===== src/hdl/tdm_pkg.sv =====
// package: register map, field positions, timing constants, carrier structs
`default_nettype none
package tdm_pkg;
    // register indices (printed offsets are not all multiples of four)
    localparam logic [7:0] IDX_SLOT_A_MODE = 8'h42;
    localparam logic [7:0] IDX_SLOT_A_ROUTE = 8'h43;
    localparam logic [7:0] IDX_SLOT_B_MODE = 8'h44;
    localparam logic [7:0] IDX_SLOT_B_ROUTE = 8'h45;
    localparam logic [7:0] IDX_MATH_CTRL = 8'h58;
    localparam logic [7:0] IDX_STATUS = 8'h60;
    localparam logic [7:0] IDX_SLOT_CTRL = 8'h61;
    // routing codes
    localparam logic [15:0] ROUTE_NORMAL = 16'hADA5;
    localparam logic [15:0] ROUTE_BYP_BPF = 16'hAE65;
    localparam logic [15:0] ROUTE_BYP_ALL = 16'hB065;
    // field positions
    localparam int BIT_INT_AS_BUF = 7;
    localparam int BIT_BUF_GAIN = 9;
    localparam int BIT_BIAS_LO = 4;
    localparam int BIT_ENA_BUF = 7;
    // reset values
    localparam logic [15:0] RST_MODE = 16'h1C00;
    localparam logic [15:0] RST_ROUTE = 16'hADA5;
    localparam logic [15:0] RST_MATH = 16'h0000;
    // timing
    localparam int CLK_MHZ = 200;
    localparam int CH_SPACING_US = 1;
    localparam int CH_SPACING_CYC = CH_SPACING_US * CLK_MHZ;
    localparam int NUM_CH = 4;

    typedef enum logic [1:0] {
        PATH_NORMAL = 2'b00,
        PATH_BYP_BPF = 2'b01,
        PATH_BYP_ALL = 2'b10
    } tdm_path_e;

    typedef struct packed {
        tdm_path_e path;
        logic int_as_buf;
        logic gain_07;
        logic [1:0] bias_sel;
        logic direct;
    } tdm_slot_cfg_s;

    typedef enum logic [1:0] {
        SEQ_IDLE = 2'b00,
        SEQ_CONV = 2'b01,
        SEQ_GAP = 2'b10
    } tdm_seq_e;
endpackage : tdm_pkg
`default_nettype wire


===== src/hdl/tdm_chan_seq.sv =====
// channel sequencer: four conversions spaced one microsecond apart
`default_nettype none
module tdm_chan_seq
    import tdm_pkg::*;
#(
    parameter int SPACING = CH_SPACING_CYC
) (
    input wire logic ref_clk,
    input wire logic rst,
    input wire logic start,
    output logic busy,
    output logic conv_strobe,
    output logic [1:0] conv_chan
);
    initial begin
        if (SPACING < 1 || SPACING > 65535) begin
            $error("spacing out of range");
        end
    end

    typedef struct packed {
        tdm_seq_e st;
        logic [15:0] cnt;
        logic [1:0] ch;
        logic stb;
    } tdm_seq_s;

    tdm_seq_s s_q;
    tdm_seq_s s_d;

    always_comb begin
        s_d = s_q;
        s_d.stb = 1'b0;
        unique case (s_q.st)
            SEQ_IDLE: begin
                if (start) begin
                    s_d.st = SEQ_CONV;
                    s_d.ch = 2'd0;
                end
            end
            SEQ_CONV: begin
                s_d.stb = 1'b1;
                s_d.cnt = 16'(SPACING - 1);
                s_d.st = (s_q.ch == 2'(NUM_CH - 1)) ? SEQ_IDLE : SEQ_GAP;
            end
            SEQ_GAP: begin
                if (s_q.cnt <= 16'd1) begin
                    s_d.st = SEQ_CONV;
                    s_d.ch = s_q.ch + 2'd1;
                end else begin
                    s_d.cnt = s_q.cnt - 16'd1;
                end
            end
            default: s_d.st = SEQ_IDLE;
        endcase
    end

    always_ff @(posedge ref_clk or posedge rst) begin
        if (rst) begin
            s_q <= '{st: SEQ_IDLE, cnt: 16'h0000, ch: 2'h0, stb: 1'b0};
        end else begin
            s_q <= s_d;
        end
    end

    assign busy = (s_q.st != SEQ_IDLE);
    assign conv_strobe = s_q.stb;
    assign conv_chan = s_q.ch;
endmodule : tdm_chan_seq
`default_nettype wire


===== src/hdl/tdm_mode_ctrl.sv =====
// direct amplifier-to-converter mode control with ahb-lite register slave
//
// Function
// (RULE1) direct mode converts channels one to four, one microsecond apart
// (RULE2) routing 0xB065 bypasses filter and integrator, inverting drive
// (RULE3) routing 0xAE65 bypasses only the band-pass filter
// (RULE4) integrator buffers only when slot bit 7 and math bit 7 both set
// (RULE5) slot mode bit 9 selects buffer gain 1.0 or 0.7
// (RULE6) each slot chooses its analog path independently
// (RULE7) zero offset, default bias: output near 13000 codes, falls with current
// (RULE8) bias field bits 5:4 select amplifier reference voltage
// (RULE9) host sweeps timing offset to peak to check saturation
// (RULE10) host keeps readings at or below three quarters full scale
// (RULE11) host writes mode field bits 15:10 as 0x07 in normal mode
// (RULE12) slot settings latch at slot start, never mid conversion
//
// Our own choice: the AHB-Lite register port.
`default_nettype none
module tdm_mode_ctrl
    import tdm_pkg::*;
#(
    parameter int SPACING = CH_SPACING_CYC
) (
    input wire logic ref_clk,
    input wire logic rst,
    input wire logic hsel,
    input wire logic [31:0] haddr,
    input wire logic [1:0] htrans,
    input wire logic hwrite,
    input wire logic [2:0] hsize,
    input wire logic [31:0] hwdata,
    input wire logic hready,
    output logic [31:0] hrdata,
    output logic hreadyout,
    output logic hresp,
    input wire logic slot_start_pin,
    input wire logic slot_sel_pin,
    output logic [1:0] amp_bias_reference,
    output logic slot_buffer_gain_select,
    output logic bpf_bypass,
    output logic int_bypass,
    output logic int_as_buffer,
    output logic conv_invert,
    output logic conv_strobe,
    output logic [1:0] conv_chan
);
    initial begin
        if (SPACING < 1) begin
            $error("spacing must be at least one cycle");
        end
    end

    // ************************************************************
    // state
    // ************************************************************
    typedef struct packed {
        logic [15:0] a_mode;
        logic [15:0] a_route;
        logic [15:0] b_mode;
        logic [15:0] b_route;
        logic [15:0] math;
        logic [1:0] sync_start;
        logic [1:0] sync_sel;
        logic start_old;
        logic act_slot;
        tdm_slot_cfg_s act;
        logic dp_wr;
        logic dp_rd;
        logic [7:0] dp_idx;
        logic [31:0] rdata;
        logic [15:0] slot_cnt;
    } tdm_ctrl_s;

    tdm_ctrl_s s_q;
    tdm_ctrl_s s_d;

    logic seq_busy;
    logic seq_start;

    // ************************************************************
    // decode functions
    // ************************************************************
    function automatic tdm_path_e route_decode(input logic [15:0] r);
        tdm_path_e p;
        p = PATH_NORMAL;
        // (RULE3) filter bypass code
        if (r == ROUTE_BYP_BPF) begin
            p = PATH_BYP_BPF;
        end
        // (RULE2) full bypass code
        if (r == ROUTE_BYP_ALL) begin
            p = PATH_BYP_ALL;
        end
        return p;
    endfunction : route_decode

    function automatic tdm_slot_cfg_s slot_decode(input logic [15:0] mode,
                                                   input logic [15:0] route,
                                                   input logic [15:0] math);
        tdm_slot_cfg_s c;
        c.path = route_decode(route);
        // (RULE4) both enables needed
        c.int_as_buf = mode[BIT_INT_AS_BUF] & math[BIT_ENA_BUF];
        // (RULE5) gain select bit
        c.gain_07 = mode[BIT_BUF_GAIN];
        // (RULE8) bias field
        c.bias_sel = mode[BIT_BIAS_LO +: 2];
        c.direct = (c.path != PATH_NORMAL);
        return c;
    endfunction : slot_decode

    function automatic logic [15:0] wr_merge(input logic [15:0] old,
                                             input logic [31:0] w);
        return w[15:0];
    endfunction : wr_merge

    // ************************************************************
    // next state
    // ************************************************************
    always_comb begin
        s_d = s_q;
        // pin synchronisers
        s_d.sync_start = {s_q.sync_start[0], slot_start_pin};
        s_d.sync_sel = {s_q.sync_sel[0], slot_sel_pin};
        s_d.start_old = s_q.sync_start[1];

        // ahb address phase
        s_d.dp_wr = 1'b0;
        s_d.dp_rd = 1'b0;
        if (hsel && hready && htrans[1]) begin
            s_d.dp_wr = hwrite;
            s_d.dp_rd = ~hwrite;
            s_d.dp_idx = haddr[9:2];
        end

        // ahb data phase write
        if (s_q.dp_wr) begin
            unique case (s_q.dp_idx)
                IDX_SLOT_A_MODE: s_d.a_mode = wr_merge(s_q.a_mode, hwdata);
                IDX_SLOT_A_ROUTE: s_d.a_route = wr_merge(s_q.a_route, hwdata);
                IDX_SLOT_B_MODE: s_d.b_mode = wr_merge(s_q.b_mode, hwdata);
                IDX_SLOT_B_ROUTE: s_d.b_route = wr_merge(s_q.b_route, hwdata);
                IDX_MATH_CTRL: s_d.math = wr_merge(s_q.math, hwdata);
                default: s_d.math = s_d.math;
            endcase
        end

        // read data prepared for next data phase
        s_d.rdata = 32'h0000_0000;
        if (hsel && hready && htrans[1] && !hwrite) begin
            unique case (haddr[9:2])
                IDX_SLOT_A_MODE: s_d.rdata = {16'h0000, s_d.a_mode};
                IDX_SLOT_A_ROUTE: s_d.rdata = {16'h0000, s_d.a_route};
                IDX_SLOT_B_MODE: s_d.rdata = {16'h0000, s_d.b_mode};
                IDX_SLOT_B_ROUTE: s_d.rdata = {16'h0000, s_d.b_route};
                IDX_MATH_CTRL: s_d.rdata = {16'h0000, s_d.math};
                IDX_STATUS: s_d.rdata = {16'h0000, s_q.slot_cnt};
                IDX_SLOT_CTRL: s_d.rdata = {22'h00_0000, seq_busy, s_q.act_slot,
                                            s_q.act.direct, s_q.act.bias_sel,
                                            s_q.act.gain_07, s_q.act.int_as_buf,
                                            s_q.act.path, 1'b0};
                default: s_d.rdata = 32'h0000_0000;
            endcase
        end

        // (RULE12) latch on slot start
        if (seq_start) begin
            s_d.act_slot = s_q.sync_sel[1];
            // (RULE6) per-slot selection
            s_d.act = s_q.sync_sel[1] ? slot_decode(s_q.b_mode, s_q.b_route, s_q.math)
                                      : slot_decode(s_q.a_mode, s_q.a_route, s_q.math);
            s_d.slot_cnt = s_q.slot_cnt + 16'd1;
        end
    end

    // rising edge of synchronised slot start, ignored while sequencing
    assign seq_start = s_q.sync_start[1] & ~s_q.start_old & ~seq_busy;

    always_ff @(posedge ref_clk or posedge rst) begin
        if (rst) begin
            s_q <= '{a_mode: RST_MODE, a_route: RST_ROUTE,
                     b_mode: RST_MODE, b_route: RST_ROUTE,
                     math: RST_MATH, sync_start: 2'b00, sync_sel: 2'b00,
                     start_old: 1'b0, act_slot: 1'b0,
                     act: '{path: PATH_NORMAL, int_as_buf: 1'b0, gain_07: 1'b0,
                            bias_sel: 2'b00, direct: 1'b0},
                     dp_wr: 1'b0, dp_rd: 1'b0, dp_idx: 8'h00,
                     rdata: 32'h0000_0000, slot_cnt: 16'h0000};
        end else begin
            s_q <= s_d;
        end
    end

    // ************************************************************
    // channel sequencing
    // ************************************************************
    logic seq_go;
    // (RULE1) every slot start accepted while idle runs the channel sweep, direct or normal path
    assign seq_go = seq_start;

    tdm_chan_seq #(
        .SPACING(SPACING)
    ) u_seq (
        .ref_clk(ref_clk),
        .rst(rst),
        .start(seq_go),
        .busy(seq_busy),
        .conv_strobe(conv_strobe),
        .conv_chan(conv_chan)
    );

    // ************************************************************
    // outputs
    // ************************************************************
    // (RULE2) bypass flags and inverting drive
    assign bpf_bypass = s_q.act.direct;
    assign int_bypass = (s_q.act.path == PATH_BYP_ALL);
    assign conv_invert = s_q.act.direct;
    // (RULE4) buffer only in filter-bypass path
    assign int_as_buffer = s_q.act.int_as_buf & (s_q.act.path == PATH_BYP_BPF);
    // (RULE5) gain to analog
    assign slot_buffer_gain_select = s_q.act.gain_07;
    // (RULE7) bias drives offset level
    assign amp_bias_reference = s_q.act.bias_sel;

    assign hrdata = s_q.rdata;
    assign hreadyout = 1'b1;
    assign hresp = 1'b0;
endmodule : tdm_mode_ctrl
`default_nettype wire


===== config.mk =====
export PLATFORM = sky130hd
export DESIGN_NAME = tdm_mode_ctrl
export DESIGN_NICKNAME = d
export VERILOG_FILES = /design/src/hdl/tdm_pkg.sv /design/src/hdl/tdm_chan_seq.sv /design/src/hdl/tdm_mode_ctrl.sv
export SDC_FILE = /design/constraint.sdc
export NUM_CORES = 1
export LEC_CHECK = 0
export ABC_AREA = 0
export BUFFER_PORTS_ARGS = -buffer_cell sky130_fd_sc_hd__buf_4
export CORE_ASPECT_RATIO = 1.2
export CORE_UTILIZATION = 51
export CTS_CLUSTER_DIAMETER = 50
export DETAILED_ROUTE_END_ITERATION = 8
export PLACE_DENSITY = 0.87
export SETUP_SLACK_MARGIN = 0.05
export SLEW_MARGIN = 20
export SYNTH_ARGS = -nofsm -noshare
export SYNTH_HDL_FRONTEND = slang
export SYNTH_SLANG_ARGS = --single-unit

===== constraint.sdc =====
create_clock -name ref_clk -period 5.5 [get_ports ref_clk]
set_input_delay 1.1 -clock ref_clk [delete_from_list [all_inputs] [get_ports ref_clk]]
set_output_delay 1.1 -clock ref_clk [all_outputs]
set_load 0.05 [all_outputs]

==> results by stage, run 1 <==
Placement:
- Once detailed placement completed, the half-perimeter wirelength came to 11200 um.
- Buffers placed on the I/O ports in this run total 57.
- The congestion estimate from routability-driven global placement came to 0.848.
- The worst slack at placement is 1.98 ns.
- In this run, placement finished with an instance count of 818.

Die:
- The overall die width is 112 um.
- The number of placed I/O pins is 120.
- From bottom edge to top edge, the die measures 134 um.
- The area enclosed by the die boundary is 14900 um2.
- The initial utilization of the core area, before any placement, comes to 0.528.
- The core footprint is 13900 um2.
- The number of standard-cell rows in the floorplan is 47.

Power:
- The net load switching power is 0.000889 W.
- Of the total power, registers draw 0.455.
- The switching portion of total power is 0.295.
- For this design the ratio of total power to cell area is 362 nW/um2.
- The total power after layout is 0.00301 W.
- Of the total power, the clock network draws 0.386.
- The analysis attributes to cell leakage a power of 3.94 nW.
- The share of total power dissipated in combinational logic is 0.159.
- Across the VDD grid, the largest voltage drop is 234 uV.
- The internal power of the cells totals 0.00212 W.

Clock tree:
- Clock-pin slew was measured on the worst setup and hold paths at 0.06 ns.
- The number of resized instances in the post-cts repair step is 0.
- For this design, the sink count on the clock tree is 155.
- The number of hold buffers added after CTS was 0.
- The number of clock buffers added by TritonCTS is 17.
- The clock network latency to the later pin of the worst-skew pair is 0.43 ns.
- The post-CTS setup-driven buffer insertion count is 0.
- The buffer cell driving the clock tree root is sky130_fd_sc_hd__clkbuf_16.
- The H-tree was split into 4 levels.
- The CTS tree is built.
- In this run the deepest clock path goes through 2 buffers.

Setup path:
- At the worst endpoint, the arrival time is 3.58 ns.
- The kind of cell adding the most delay to the critical path is simple AND/OR/NAND/NOR gates.
- The slowest stage of the critical path belongs to the cell sky130_fd_sc_hd__nand3b_1.
- The endpoint of the most critical setup path is hrdata[13]$_DFF_PP0_.
- The setup slack of the worst register-to-register path is 2.66 ns.
- The worst setup path is launched from an input pin.
- In this run the critical register-to-register path is launched from s_q[50]$_DFFE_PP0P_.
- The endpoint kind of the worst setup timing path is a flop.
- Walking the worst path, the cells encountered are buf_4 -> nor4b_2 -> nand3b_1 -> o22ai_1 -> o31a_1.
- The total number of cells along the worst setup path is 5.
- The largest single stage delay on the critical path is 0.90 ns.
- The start point of the critical path is haddr[4].
- The path type of the worst setup path is in -> reg.
- The logic depth of the worst register-to-register path is 5.
- Of all nets on the critical path, the largest fanout is 16.
- In this run the critical register-to-register path is captured at hrdata[9]$_DFF_PP0_.
- The required time of the critical path is 5.86 ns.
- Together, buffers and inverters on the worst path number 1.

Detailed routing:
- Detailed routing inserted a total of 5067 vias.
- The first-pass iteration count of the detailed router is 9.
- Using the TritonRoute via totals, the vias-per-cell ratio works out to 5.96.
- The number of remaining DRC errors is 9.
- For this block, the initial DRC count from the detailed router was 486.
- The detail route stage leaves a number of antenna-violating nets equal to 0.
- Summed over all layers, the routed wires come to 16800 um.
- Dividing the detail-routed wire length by the instance count gives 19.8 um.

STA:
- The sum of negative setup slack is 0 ns.
- Measured against its own limit, the worst slew margin works out to 0.330.
- The time the final worst path needs with I/O delays and setup is 3.22 ns.
- Setup repair after global routing left no endpoint under its margin.
- For the final database, setup skew stands at 0.0101 ns.
- At the pin with the least slew margin, the transition time is 1.01 ns.
- The hold violation total from the final report is 0.
- The final worst setup slack is 2.28 ns.
- The number of pins exceeding their max-slew limit in the final report is 0.
- The tightest hold margin is 0.353 ns.
- The maximum clock frequency is 311 MHz.
- Of the available clock period, the critical path in the final layout requires 0.585.
- The setup-violating endpoint count in the final report is 0.

Global route:
- The global routing usage summed across all routing layers is 0.243.
- The number of antenna violations at the first check in global routing is 0.
- The maximum number of pins on one net before global-route repair is 115.
- The total overflow left after global routing is 0.
- The wire length of the first global-routing pass is 27900 um.
- The via count of the first global-routing pass is 5432.

Outcome:
- The checks that failed: design-rule violations.
- The flow ran to the end, but the final reports show violations.

Synth:
- The number of enable-type register cells in the synthesized netlist is 0.
- By instance count, the leading cell after synthesis is sky130_fd_sc_hd__dfrtp_1.
- The main flop type after synthesis is sky130_fd_sc_hd__dfrtp_1.
- The number of cells produced by synthesis is 629.
- The fraction of synthesized cell area taken by the top area cell type is 0.446.
- A synthesized cell averages 11.7 um2.
- The total number of yosys warnings is 0.
- Counting distinct cell types in the post-synthesis netlist gives 59.
- The number of synthesized register bits is 155.
- Of the synthesized area, sequential elements account for 0.531.
- Counting flops with an async set or reset pin after synthesis yields a share of 1.00.
- The commonest cells after synthesis are 131 x sky130_fd_sc_hd__dfrtp_1, 59 x sky130_fd_sc_hd__mux2i_1, 50 x sky130_fd_sc_hd__inv_1.
- Ranked by total cell area, the synthesized netlist is headed by sky130_fd_sc_hd__dfrtp_1 45%, sky130_fd_sc_hd__dfstp_2 8.6%, sky130_fd_sc_hd__mux2i_1 8.0%, sky130_fd_sc_hd__mux2_2 6.9%, sky130_fd_sc_hd__buf_4 4.2%.
- The biggest area contributor in the post-synthesis netlist is sky130_fd_sc_hd__dfrtp_1.
- The mapped netlist covers 7350 um2.

Flow run:
- The max-cap violation count is 0.

Layout:
- The finished layout holds 850 standard cells, fillers aside.
- The final antenna diode count is 0.
- The synthesis-to-finish area growth is 13.2%.
- The final layout contains 746 nets.
- The share of post-route cells with drive strength above 1 is 0.265.

Hold path:
- The class of the worst hold path is reg -> reg.
[logic make-up after synthesis]
family	synth area share
AO/OA/AOI/OAI	0.0973
XOR/XNOR	0.0214
adder cells (fa/ha/maj)	0.00681
buffers and inverters	0.0788
flip-flops	0.531
multiplexers	0.149
other	0.00102
AND/OR/NAND/NOR	0.114
[placed cells by master (no fill, tap or decap), drive strengths merged, types with 3 or more instances in the layout]
master,count
nor3,7
or4b,4
a32o,5
buf,63
o22ai,16
clkbuf,21
nand2,29
ha,4
conb,18
nand3,18
clkinv,4
a22o,7
a211oi,5
xor2,9
nor4,5
nand4,3
inv,54
or4,3
mux2i,59
nor4b,5
nor2,27
a21oi,13
nor3b,4
nor2b,5
o21ai,10
and3,4
nand3b,5
and2,5
dfrtp,131
o2bb2ai,19
mux2,45
nand4b,4
xnor2,9
o31a,15
dfstp,24
[area by class of cell]
class | instances | area [um2]
timing repair buffer | 63 | 473
tap | 171 | 214
inverter | 51 | 196
clock buffer | 21 | 460
clock inverter | 11 | 133
multi-input combinational | 378 | 2940
sequential | 155 | 3910
fill | 1056 | 5610
[through the flow]
| step | util | area, um2 |
|---|---|---|
| 2_1_floorplan | - | 7410 |
| 3_3_place_gp | 0.555 | 7730 |
| 3_5_place_dp | 0.555 | 7730 |
| 4_1_cts | 0.597 | 8330 |
| 5_1_grt | 0.597 | 8330 |
| 6_report | 0.597 | 8330 |
[metal layers]
| layer | vias to the layer above | share of wire | routed length (um) | track usage |
|---|---|---|---|---|
| met5 | - | 0 | 0 | 0 |
| met3 | 44 | 0.065 | 1090 | 0.0605 |
| met1 | 2558 | 0.39 | 6610 | 0.283 |
| met4 | 0 | 0.031 | 516 | 0.128 |
| li1 | 2255 | - | - | - |
| met2 | 210 | 0.51 | 8630 | 0.414 |
[worst register-to-register path, stage by stage (launching register included)]
cell,delay (ns)
sky130_fd_sc_hd__dfrtp_1,0.42
sky130_fd_sc_hd__nor4bb_1,0.40
sky130_fd_sc_hd__nand3_1,0.78
sky130_fd_sc_hd__mux2_2,0.59
sky130_fd_sc_hd__o2bb2ai_1,0.13
sky130_fd_sc_hd__o41a_1,0.40
[power groups by stage]
stage	Sequential, W	Combinational [W]	Clock, W
after detailed placement	0.00139	0.000473	0
after CTS	0.00137	0.000479	0.00118
after floorplan	0.00138	0.000345	0
after global placement	0.00137	0.000455	0
final	0.00137	0.000478	0.00116
after global routing	0.00138	0.000523	0.00123
[flip-flops by register name (all words and copies together), names as in the netlist]
name                     cells
u_seq.conv_chan              2
u_seq.s_q                   18
bpf_bypass                   1
s_q                        111
s_d                          3
slot_buffer_gain_select      1
u_seq.conv_strobe            1
hrdata                      16
amp_bias_reference           2
[worst min-delay path by stage]
stage                        end         startpoint  depth (start not counted)
3_3_place_gp   s_d[66]$_DFF_PP0_  s_d[70]$_DFF_PP0_                          0
6_report       s_q[68]$_DFF_PP0_  s_d[68]$_DFF_PP0_                          0
5_1_grt        s_d[66]$_DFF_PP0_  s_d[70]$_DFF_PP0_                          0
3_5_place_dp   s_q[68]$_DFF_PP0_  s_d[68]$_DFF_PP0_                          0
4_1_cts        s_q[68]$_DFF_PP0_  s_d[68]$_DFF_PP0_                          0
2_1_floorplan  s_d[66]$_DFF_PP0_  s_d[70]$_DFF_PP0_                          0
Power figures use the tool's default switching activity.
==> inputs of run 2 (changes only) <==
--- a/config.mk
+++ b/config.mk
@@ -5,13 +5,13 @@
 export SDC_FILE = /design/constraint.sdc
 export NUM_CORES = 1
 export LEC_CHECK = 0
-export ABC_AREA = 0
+export ABC_AREA = 1
 export BUFFER_PORTS_ARGS = -buffer_cell sky130_fd_sc_hd__buf_4
 export CORE_ASPECT_RATIO = 1.2
-export CORE_UTILIZATION = 51
+export CORE_UTILIZATION = 58
 export CTS_CLUSTER_DIAMETER = 50
 export DETAILED_ROUTE_END_ITERATION = 8
-export PLACE_DENSITY = 0.87
+export PLACE_DENSITY = 0.92
 export SETUP_SLACK_MARGIN = 0.05
 export SLEW_MARGIN = 20
 export SYNTH_ARGS = -nofsm -noshare
==> constraint.sdc (replaced) <==
create_clock -name ref_clk -period 3.3 [get_ports ref_clk]
set_input_delay 0.66 -clock ref_clk [delete_from_list [all_inputs] [get_ports ref_clk]]
set_output_delay 0.66 -clock ref_clk [all_outputs]
set_load 0.05 [all_outputs]
==> results by stage, run 2 <==
Hold path:
- The class of the worst hold path is in -> reg.
- The startpoint identified for the worst hold timing path is slot_start_pin.

Placement:
- The wire-length estimate of the detail-placed layout is 14900 um.
- The congestion estimate from routability-driven global placement came to 0.937.
- The count of buffers added on input and output ports is 57.

Power:
- Of the total power, the share spent switching nets is 0.328.
- For this design the ratio of total power to cell area is 597 nW/um2.
- Of the total power, registers draw 0.427.
- The analysis attributes to net switching a power of 0.00184 W.
- For this design the static power due to leakage is 4.70 nW.
- Of the total power, the clock network draws 0.341.
- Across the VDD grid, the largest voltage drop is 368 uV.
- After layout, the design draws a total of 0.00562 W.
- The cell-internal power is 0.00378 W.
- The logic gate share of total power is 0.231.

Global route:
- The total overflow left after global routing is 0.
- The maximum number of pins on one net before global-route repair is 74.
- The via count of the first global-routing pass is 7310.
- The number of antenna violations at the first check in global routing is 0.
- The wire length of the first global-routing pass is 35800 um.
- For met1 alone, demand over resource in global routing was 0.363.
- In the global route stage, overall resource usage came out at 0.311.
- The busiest layer in global routing is met2.
- In the global route stage, met2 resource usage came out at 0.492.
- The met3 routing resource usage after global routing is 0.0886.

Setup path:
- The start point of the critical path is s_q[50]$_DFFE_PP0P_.
- The maximum single-stage delay on the critical path is 0.53 ns.
- The required time of the critical path is 3.64 ns.
- The critical path startpoint category is a flop.
- Along the worst path, the maximum fanout reaches 16.
- Grouping stages by cell kind, the critical path spends the most delay in simple AND/OR/NAND/NOR gates.
- For this design, the slowest cell found on the critical path is sky130_fd_sc_hd__nor2_2.
- The worst path arrival time is 2.62 ns.
- The endpoint kind of the worst setup timing path is a flop.
- The number of buffers and inverters on the critical path is 1.
- Traced cell by cell, the critical path runs through inv_1 -> nand3_1 -> nor2_2 -> nand2_2 -> nand2_1 -> nand3_1 -> nand3_1 -> nor2_1 -> nor2_1.
- The most numerous cell type found on the critical path is sky130_fd_sc_hd__nand3_1.
- The startpoint identified for the worst register-to-register timing path is s_q[50]$_DFFE_PP0P_.
- The path type of the worst setup path is reg -> reg.

STA:
- At the pin with the least slew margin, the transition time is 0.900 ns.
- The hold violation total from the final report is 0.
- The clock skew after layout is 0.0101 ns.
- The number of pins exceeding their max-slew limit in the final report is 0.
- The setup-violating endpoint count in the final report is 0.
- In the finished design, the share of the clock period the worst path needs comes to 0.691.
- Setup repair after global routing left no endpoint under its margin.
- Based on the critical path, the design can be clocked at up to 439 MHz.
- Adding up every negative setup slack in the final design gives 0 ns.
- The normalized max-slew margin is 0.398.
- The smallest clock period supported by the final layout is computed as 2.28 ns.

Clock tree:
- The post-CTS setup-driven buffer insertion count is 0.
- The clock sink total is 155.
- In this run the deepest clock path goes through 2 buffers.
- The later pin in the worst-skew pair is clocked with a latency of 0.43 ns.
- The number of resized instances in the post-cts repair step is 0.
- TritonCTS built the clock tree.
- The buffer cell driving the clock tree root is sky130_fd_sc_hd__clkbuf_16.
- The number of hold buffers added after CTS was 0.
- After clock tree synthesis, the clock-pin slew on the worst setup and hold paths is 0.06 ns.
- The number of buffers created by CTS is 17.
- In this run the number of H-tree levels came out at 4.

Layout:
- The library cells used most frequently in the layout, excluding fill and tap cells, are 186 x sky130_fd_sc_hd__nand3_1, 177 x sky130_fd_sc_hd__nand2_1, 146 x sky130_fd_sc_hd__inv_1.
- The most frequent standard cell in the layout excluding fill and tap cells is sky130_fd_sc_hd__nand3_1.
- In the final layout, the multi-input gates occupy 3570 um2.
- At the end of the flow, the number of nets in the layout was 1181.
- The footprint of the flip-flops and latches is 3910 um2.
- The share of post-route cells with drive strength above 1 is 0.136.
- The final antenna diode count is 0.
- The flip-flop count of the largest register, all copies and words added is 111.
- The area growth from synthesis to layout is 11.7%.
- The number of inserted filler cells in the final layout is 1062.
- The register with the highest flop count is s_q.

Detailed routing:
- The number of DRC markers in iteration 0 is 862.
- The number of antenna-violating nets in the routed design is 0.
- The total wire length after detailed routing is 21900 um.
- The number of remaining DRC errors is 1.
- The first detailed-routing pass took 9 iterations.
- Using the TritonRoute via totals, the vias-per-cell ratio works out to 5.79.
- In the final routed layout, each cell accounts on average for 17.0 um.
- The final route contains 7442 vias.

Synth:
- The number of cells produced by synthesis is 1057.
- In this run the cell area of the synthesized design comes to 8430 um2.
- The number of different library cells used by synthesis comes to 36.
- The share of the Yosys chip area taken by registers is 0.464.
- In the post-synthesis netlist, the biggest area contributors are sky130_fd_sc_hd__dfrtp_1 39%, sky130_fd_sc_hd__nand3_1 11%, sky130_fd_sc_hd__nand2_1 7.9%, sky130_fd_sc_hd__dfstp_2 7.5%, sky130_fd_sc_hd__inv_1 6.5%.
- The number of enable-type register cells in the synthesized netlist is 0.
- The average cell area after synthesis is 7.97 um2.
- The cell type contributing the most total cell area after synthesis is sky130_fd_sc_hd__dfrtp_1.
- The commonest cells after synthesis are 186 x sky130_fd_sc_hd__nand3_1, 177 x sky130_fd_sc_hd__nand2_1, 147 x sky130_fd_sc_hd__inv_1.
- Yosys printed 0 warnings.
- After synthesis, the share of flip-flops with an asynchronous set or reset is 1.00.
- The fraction of synthesized cell area taken by the top area cell type is 0.389.
- The main flop type after synthesis is sky130_fd_sc_hd__dfrtp_1.
- The number of synthesized register bits is 155.
- The library cell with the highest instance count after synthesis is sky130_fd_sc_hd__nand3_1.

Flow run:
- Across the run, the number of max-cap violations was 0.

Outcome:
- The final reports fail on design-rule violations.
- The run finished, with violations left.

Die:
- For this configuration, the core starts out at a cell density of 0.602.
- The area enclosed by the die boundary is 15000 um2.
- 120 I/O pins were placed.
- Measured along the x axis, the die boundary spans 112 um.
- The core region is 14000 um2.
- The number of standard-cell rows in the floorplan is 47.
- The die boundary height is 134 um.
run 2: changes by cell type after synthesis, sizes merged, moves of 19 or more:
cell	previous run	this run
nand3	18	189
nand2	29	184
inv	50	148
and2	5	81
nor2	27	93
mux2i	59	0
mux2	45	0
o21ai	10	45
o21bai	1	29
o2bb2ai	19	0
run 2: cell type report:
class / count / area share
tap: 171 / 0.0227
clock buffer: 24 / 0.0512
multi-input combinational: 704 / 0.380
sequential: 155 / 0.415
inverter: 150 / 0.0602
timing repair buffer: 73 / 0.0609
clock inverter: 8 / 0.00997
run 2: layer usage:
layer,up-vias,wire length (um)
li1,3397,-
met5,-,0
met4,0,1410
met2,459,10300
met3,120,2010
met1,3466,8210
run 2: logic make-up after synthesis:
group           count (synthesis)  synth area share
other cells                     2          0.000891
flops                         155             0.464
buf+inv                       214             0.119
compound gates                 85            0.0612
simple gates                  577             0.328
xor+xnor                       20            0.0208
fa+ha+maj                       4           0.00594
run 2: path summary, 6_finish.rpt:
kind,to,slack [ns],cells past startpoint
max,hrdata[14]$_DFF_PP0_,1.02,9
max reg2reg,hrdata[14]$_DFF_PP0_,1.02,9
min reg2reg,s_d[66]$_DFF_PP0_,0.35,0
min in group asynchronous,s_q[135]$_DFF_PP0_,0.36,2
max in group asynchronous,s_q[114]$_DFF_PP1_,2.10,3
min,s_d[70]$_DFF_PP0_,0.34,1
run 2: power groups by stage:
stage,clock (W),sequential [W],combinational [W]
after CTS,0.00193,0.00239,0.00128
after detailed placement,0,0.00242,0.00127
after floorplan,0,0.00241,0.000964
after global routing,0.00202,0.00243,0.00144
after global placement,0,0.00240,0.00123
final,0.00192,0.00240,0.00130
run 2: stage by stage:
step | cells | instance area [um2] | worst slack (ns) | hold slack (ns) | utilization
after global routing | 1285 | 9410 | 0.885 | 0.324 | 0.673
final | 1285 | 9410 | 1.02 | 0.338 | 0.673
after CTS | 1285 | 9410 | 1.15 | 0.324 | 0.673
after global placement | 1253 | 8840 | 0.991 | 0.334 | 0.631
after detailed placement | 1253 | 8840 | 0.927 | 0.349 | 0.631
after floorplan | 1073 | 8490 | 0.701 | 0.331 | -
==> inputs of run 3 (changes only) <==
--- a/config.mk
+++ b/config.mk
@@ -5,13 +5,13 @@
 export SDC_FILE = /design/constraint.sdc
 export NUM_CORES = 1
 export LEC_CHECK = 0
-export ABC_AREA = 1
+export ABC_AREA = 0
 export BUFFER_PORTS_ARGS = -buffer_cell sky130_fd_sc_hd__buf_4
 export CORE_ASPECT_RATIO = 1.2
-export CORE_UTILIZATION = 58
+export CORE_UTILIZATION = 57
 export CTS_CLUSTER_DIAMETER = 50
 export DETAILED_ROUTE_END_ITERATION = 8
-export PLACE_DENSITY = 0.92
+export PLACE_DENSITY = 0.91
 export SETUP_SLACK_MARGIN = 0.05
 export SLEW_MARGIN = 20
 export SYNTH_ARGS = -nofsm -noshare
==> constraint.sdc (replaced) <==
create_clock -name ref_clk -period 2.2 [get_ports ref_clk]
set_input_delay 0.44 -clock ref_clk [delete_from_list [all_inputs] [get_ports ref_clk]]
set_output_delay 0.44 -clock ref_clk [all_outputs]
set_load 0.05 [all_outputs]
==> results by stage, run 3 (synthesis gave the netlist of run 1 again) <==
Global route:
- The via count of the first global-routing pass is 5805.
- The number of antenna violations at the first check in global routing came to 0.
- Entering global routing, the biggest net connects 73 pins.
- Summed over all layers, the global routing overflow is 0.
- The wire length of the first global-routing pass is 30600 um.
- The global routing usage summed across all routing layers is 0.304.

Clock tree:
- The clock network latency to the later pin of the worst-skew pair is 0.43 ns.
- The number of buffers created by CTS is 17.
- The clock net in this run drives a total of 155 sinks.
- Counting along the longest clock path gives a buffer depth of 2.
- TritonCTS built the clock tree.
- The buffer cell driving the clock tree root is sky130_fd_sc_hd__clkbuf_16.
- The post-CTS clock slew at the launch and capture registers of the worst setup and hold paths is 0.06 ns.
- The H-tree generated during clock tree synthesis spans 4 levels.

Layout:
- The final layout net count is 798.
- The flip-flop count of the largest register, all copies and words added is 111.
- Of the cells placed in the final design, the portion with a size suffix greater than 1 is 0.369.
- Relative to the synthesized area, the layout overhead comes to 24.1%.
- The final antenna diode count is 0.
- Leaving out fill and tap cells, the most frequent cells in the layout are 131 x sky130_fd_sc_hd__dfrtp_1, 103 x sky130_fd_sc_hd__buf_4, 49 x sky130_fd_sc_hd__inv_1.
- The register with the highest flop count is s_q.
- The final non-filler cell area is 9130 um2.
- The library cell used most frequently in the layout, excluding fill and tap cells, is sky130_fd_sc_hd__dfrtp_1.
- The utilization after layout is 0.724.

Placement:
- In this run the cell area measured after placement is 8130 um2.
- Input and output buffers added on the ports amount to 57.
- The worst slack at placement is -0.150 ns.
- The final weighted congestion in routability-driven placement is 0.882.
- The wire-length estimate of the detail-placed layout is 12600 um.

Die:
- The number of placed I/O pins is 120.
- The core region is 12600 um2.
- The floorplan has 45 rows.
- The area enclosed by the die boundary is 13400 um2.
- The initial utilization of the core area, before any placement, comes to 0.583.
- The overall die width is 106 um.
- The die boundary height is 126 um.

Setup path:
- The largest fanout on the critical path is 4.
- At the worst endpoint, the required time is 2.50 ns.
- The worst setup path is captured at a flop.
- STA classifies the critical path startpoint as a flop.
- The setup slack of the worst register-to-register path is -0.42 ns.
- The path type of the worst setup path is reg -> reg.
- The worst path arrival time is 2.92 ns.

Flow run:
- The max-cap violation count is 0.

STA:
- The time the final worst path needs with I/O delays and setup is 2.62 ns.
- Setup repair after global routing could not meet its margin everywhere.
- The maximum clock frequency is 382 MHz.
- The part of the cycle the worst path needs is 1.19.
- The final worst setup slack is -0.420 ns.
- For the final database, setup skew stands at 0.0148 ns.
- The setup-violating endpoint count in the final report is 19.
- The normalized max-slew margin is 0.579.
- Hold is met by 0.00432 ns.
- The hold violation total from the final report is 0.
- For the pin with the worst max-slew slack, the measured transition is 0.623 ns.
- The number of pins exceeding their max-slew limit in the final report came to 0.

Power:
- For this design the ratio of total power to cell area is 853 nW/um2.
- The analysis attributes to cell leakage a power of 4.31 nW.
- Power comes to 0.00778 W.
- The largest voltage drop on the vdd net is 605 uV.

Hold path:
- The path class of the tightest hold or removal check is in -> async.

Detailed routing:
- The detail-routed net length per standard cell is 23.6 um.
- Using the TritonRoute via totals, the vias-per-cell ratio works out to 6.28.
- The number of DRC markers in iteration 0 is 599.
- The number of remaining DRC errors is 2.
- The total wire length after detailed routing is 21100 um.
- The first-pass iteration count of the detailed router is 7.
- The count of vias placed by the detailed router is 5617.
- The number of antenna-violating nets in the routed design is 0.

Outcome:
- The final reports fail on design-rule violations, negative setup slack.
- The flow ran to the end, but the final reports show violations.
run 3: timing repair:
item | 4_1_cts | 5_1_grt
resized for setup | 19 | 45
cloned | 0 | 1
setup buffers | 2 | 9
hold buffers | 0 | 0
setup endpoints to repair | 19 | 29
hold endpoints to repair | 0 | 0
pin swaps | 4 | 7
run 3: area by class of cell:
class	instances	area [um2]
multi-input cells	378	3230
clock buffers	19	443
well taps	164	205
clock inverters	13	143
fillers	724	3490
inverters	51	195
repair buffers	115	1000
flip-flops and latches	155	3910
run 3: metrics by stage:
| stage | instances | setup TNS, ns |
|---|---|---|
| after floorplan | 645 | -23.53 |
| after global routing | 895 | -4.87 |
| after detailed placement | 851 | -1.85 |
| after CTS | 885 | -1.61 |
| after global placement | 851 | -0.515 |
| final | 895 | -4.26 |
run 3: critical path, cell delays in order, from the launching register on:
cell	delay, ns
sky130_fd_sc_hd__dfrtp_1	0.41
sky130_fd_sc_hd__nor4bb_1	0.59
sky130_fd_sc_hd__nor3b_4	0.33
sky130_fd_sc_hd__buf_6	0.15
sky130_fd_sc_hd__buf_6	0.15
sky130_fd_sc_hd__mux2i_1	0.34
sky130_fd_sc_hd__o22ai_1	0.21
sky130_fd_sc_hd__o31a_1	0.32
run 3: routing by layer:
layer	share of wire	GRT usage
met4	0.058	0.185
met1	0.35	0.342
met2	0.52	0.521
met5	0	0
met3	0.073	0.0745
run 3: where the power goes:
part / internal [W] / switching [W]
Clock: 0.00171 / 0.00121
Sequential: 0.00314 / 0.000327
Combinational: 0.000550 / 0.000850
Total: 0.00539 / 0.00239
run 3: worst paths after layout:
path,start,to,cells past startpoint
worst max-delay path,s_q[51]$_DFFE_PP0P_,hrdata[5]$_DFF_PP0_,7
worst min-delay path,rst,u_seq.conv_chan[0]$_DFFE_PP0P_,2
worst max register to register,s_q[51]$_DFFE_PP0P_,hrdata[5]$_DFF_PP0_,7
worst min register to register,s_d[70]$_DFF_PP0_,s_d[66]$_DFF_PP0_,0
max in group asynchronous,rst,s_q[127]$_DFF_PP1_,3
min in group ref_clk,slot_start_pin,s_d[70]$_DFF_PP0_,1
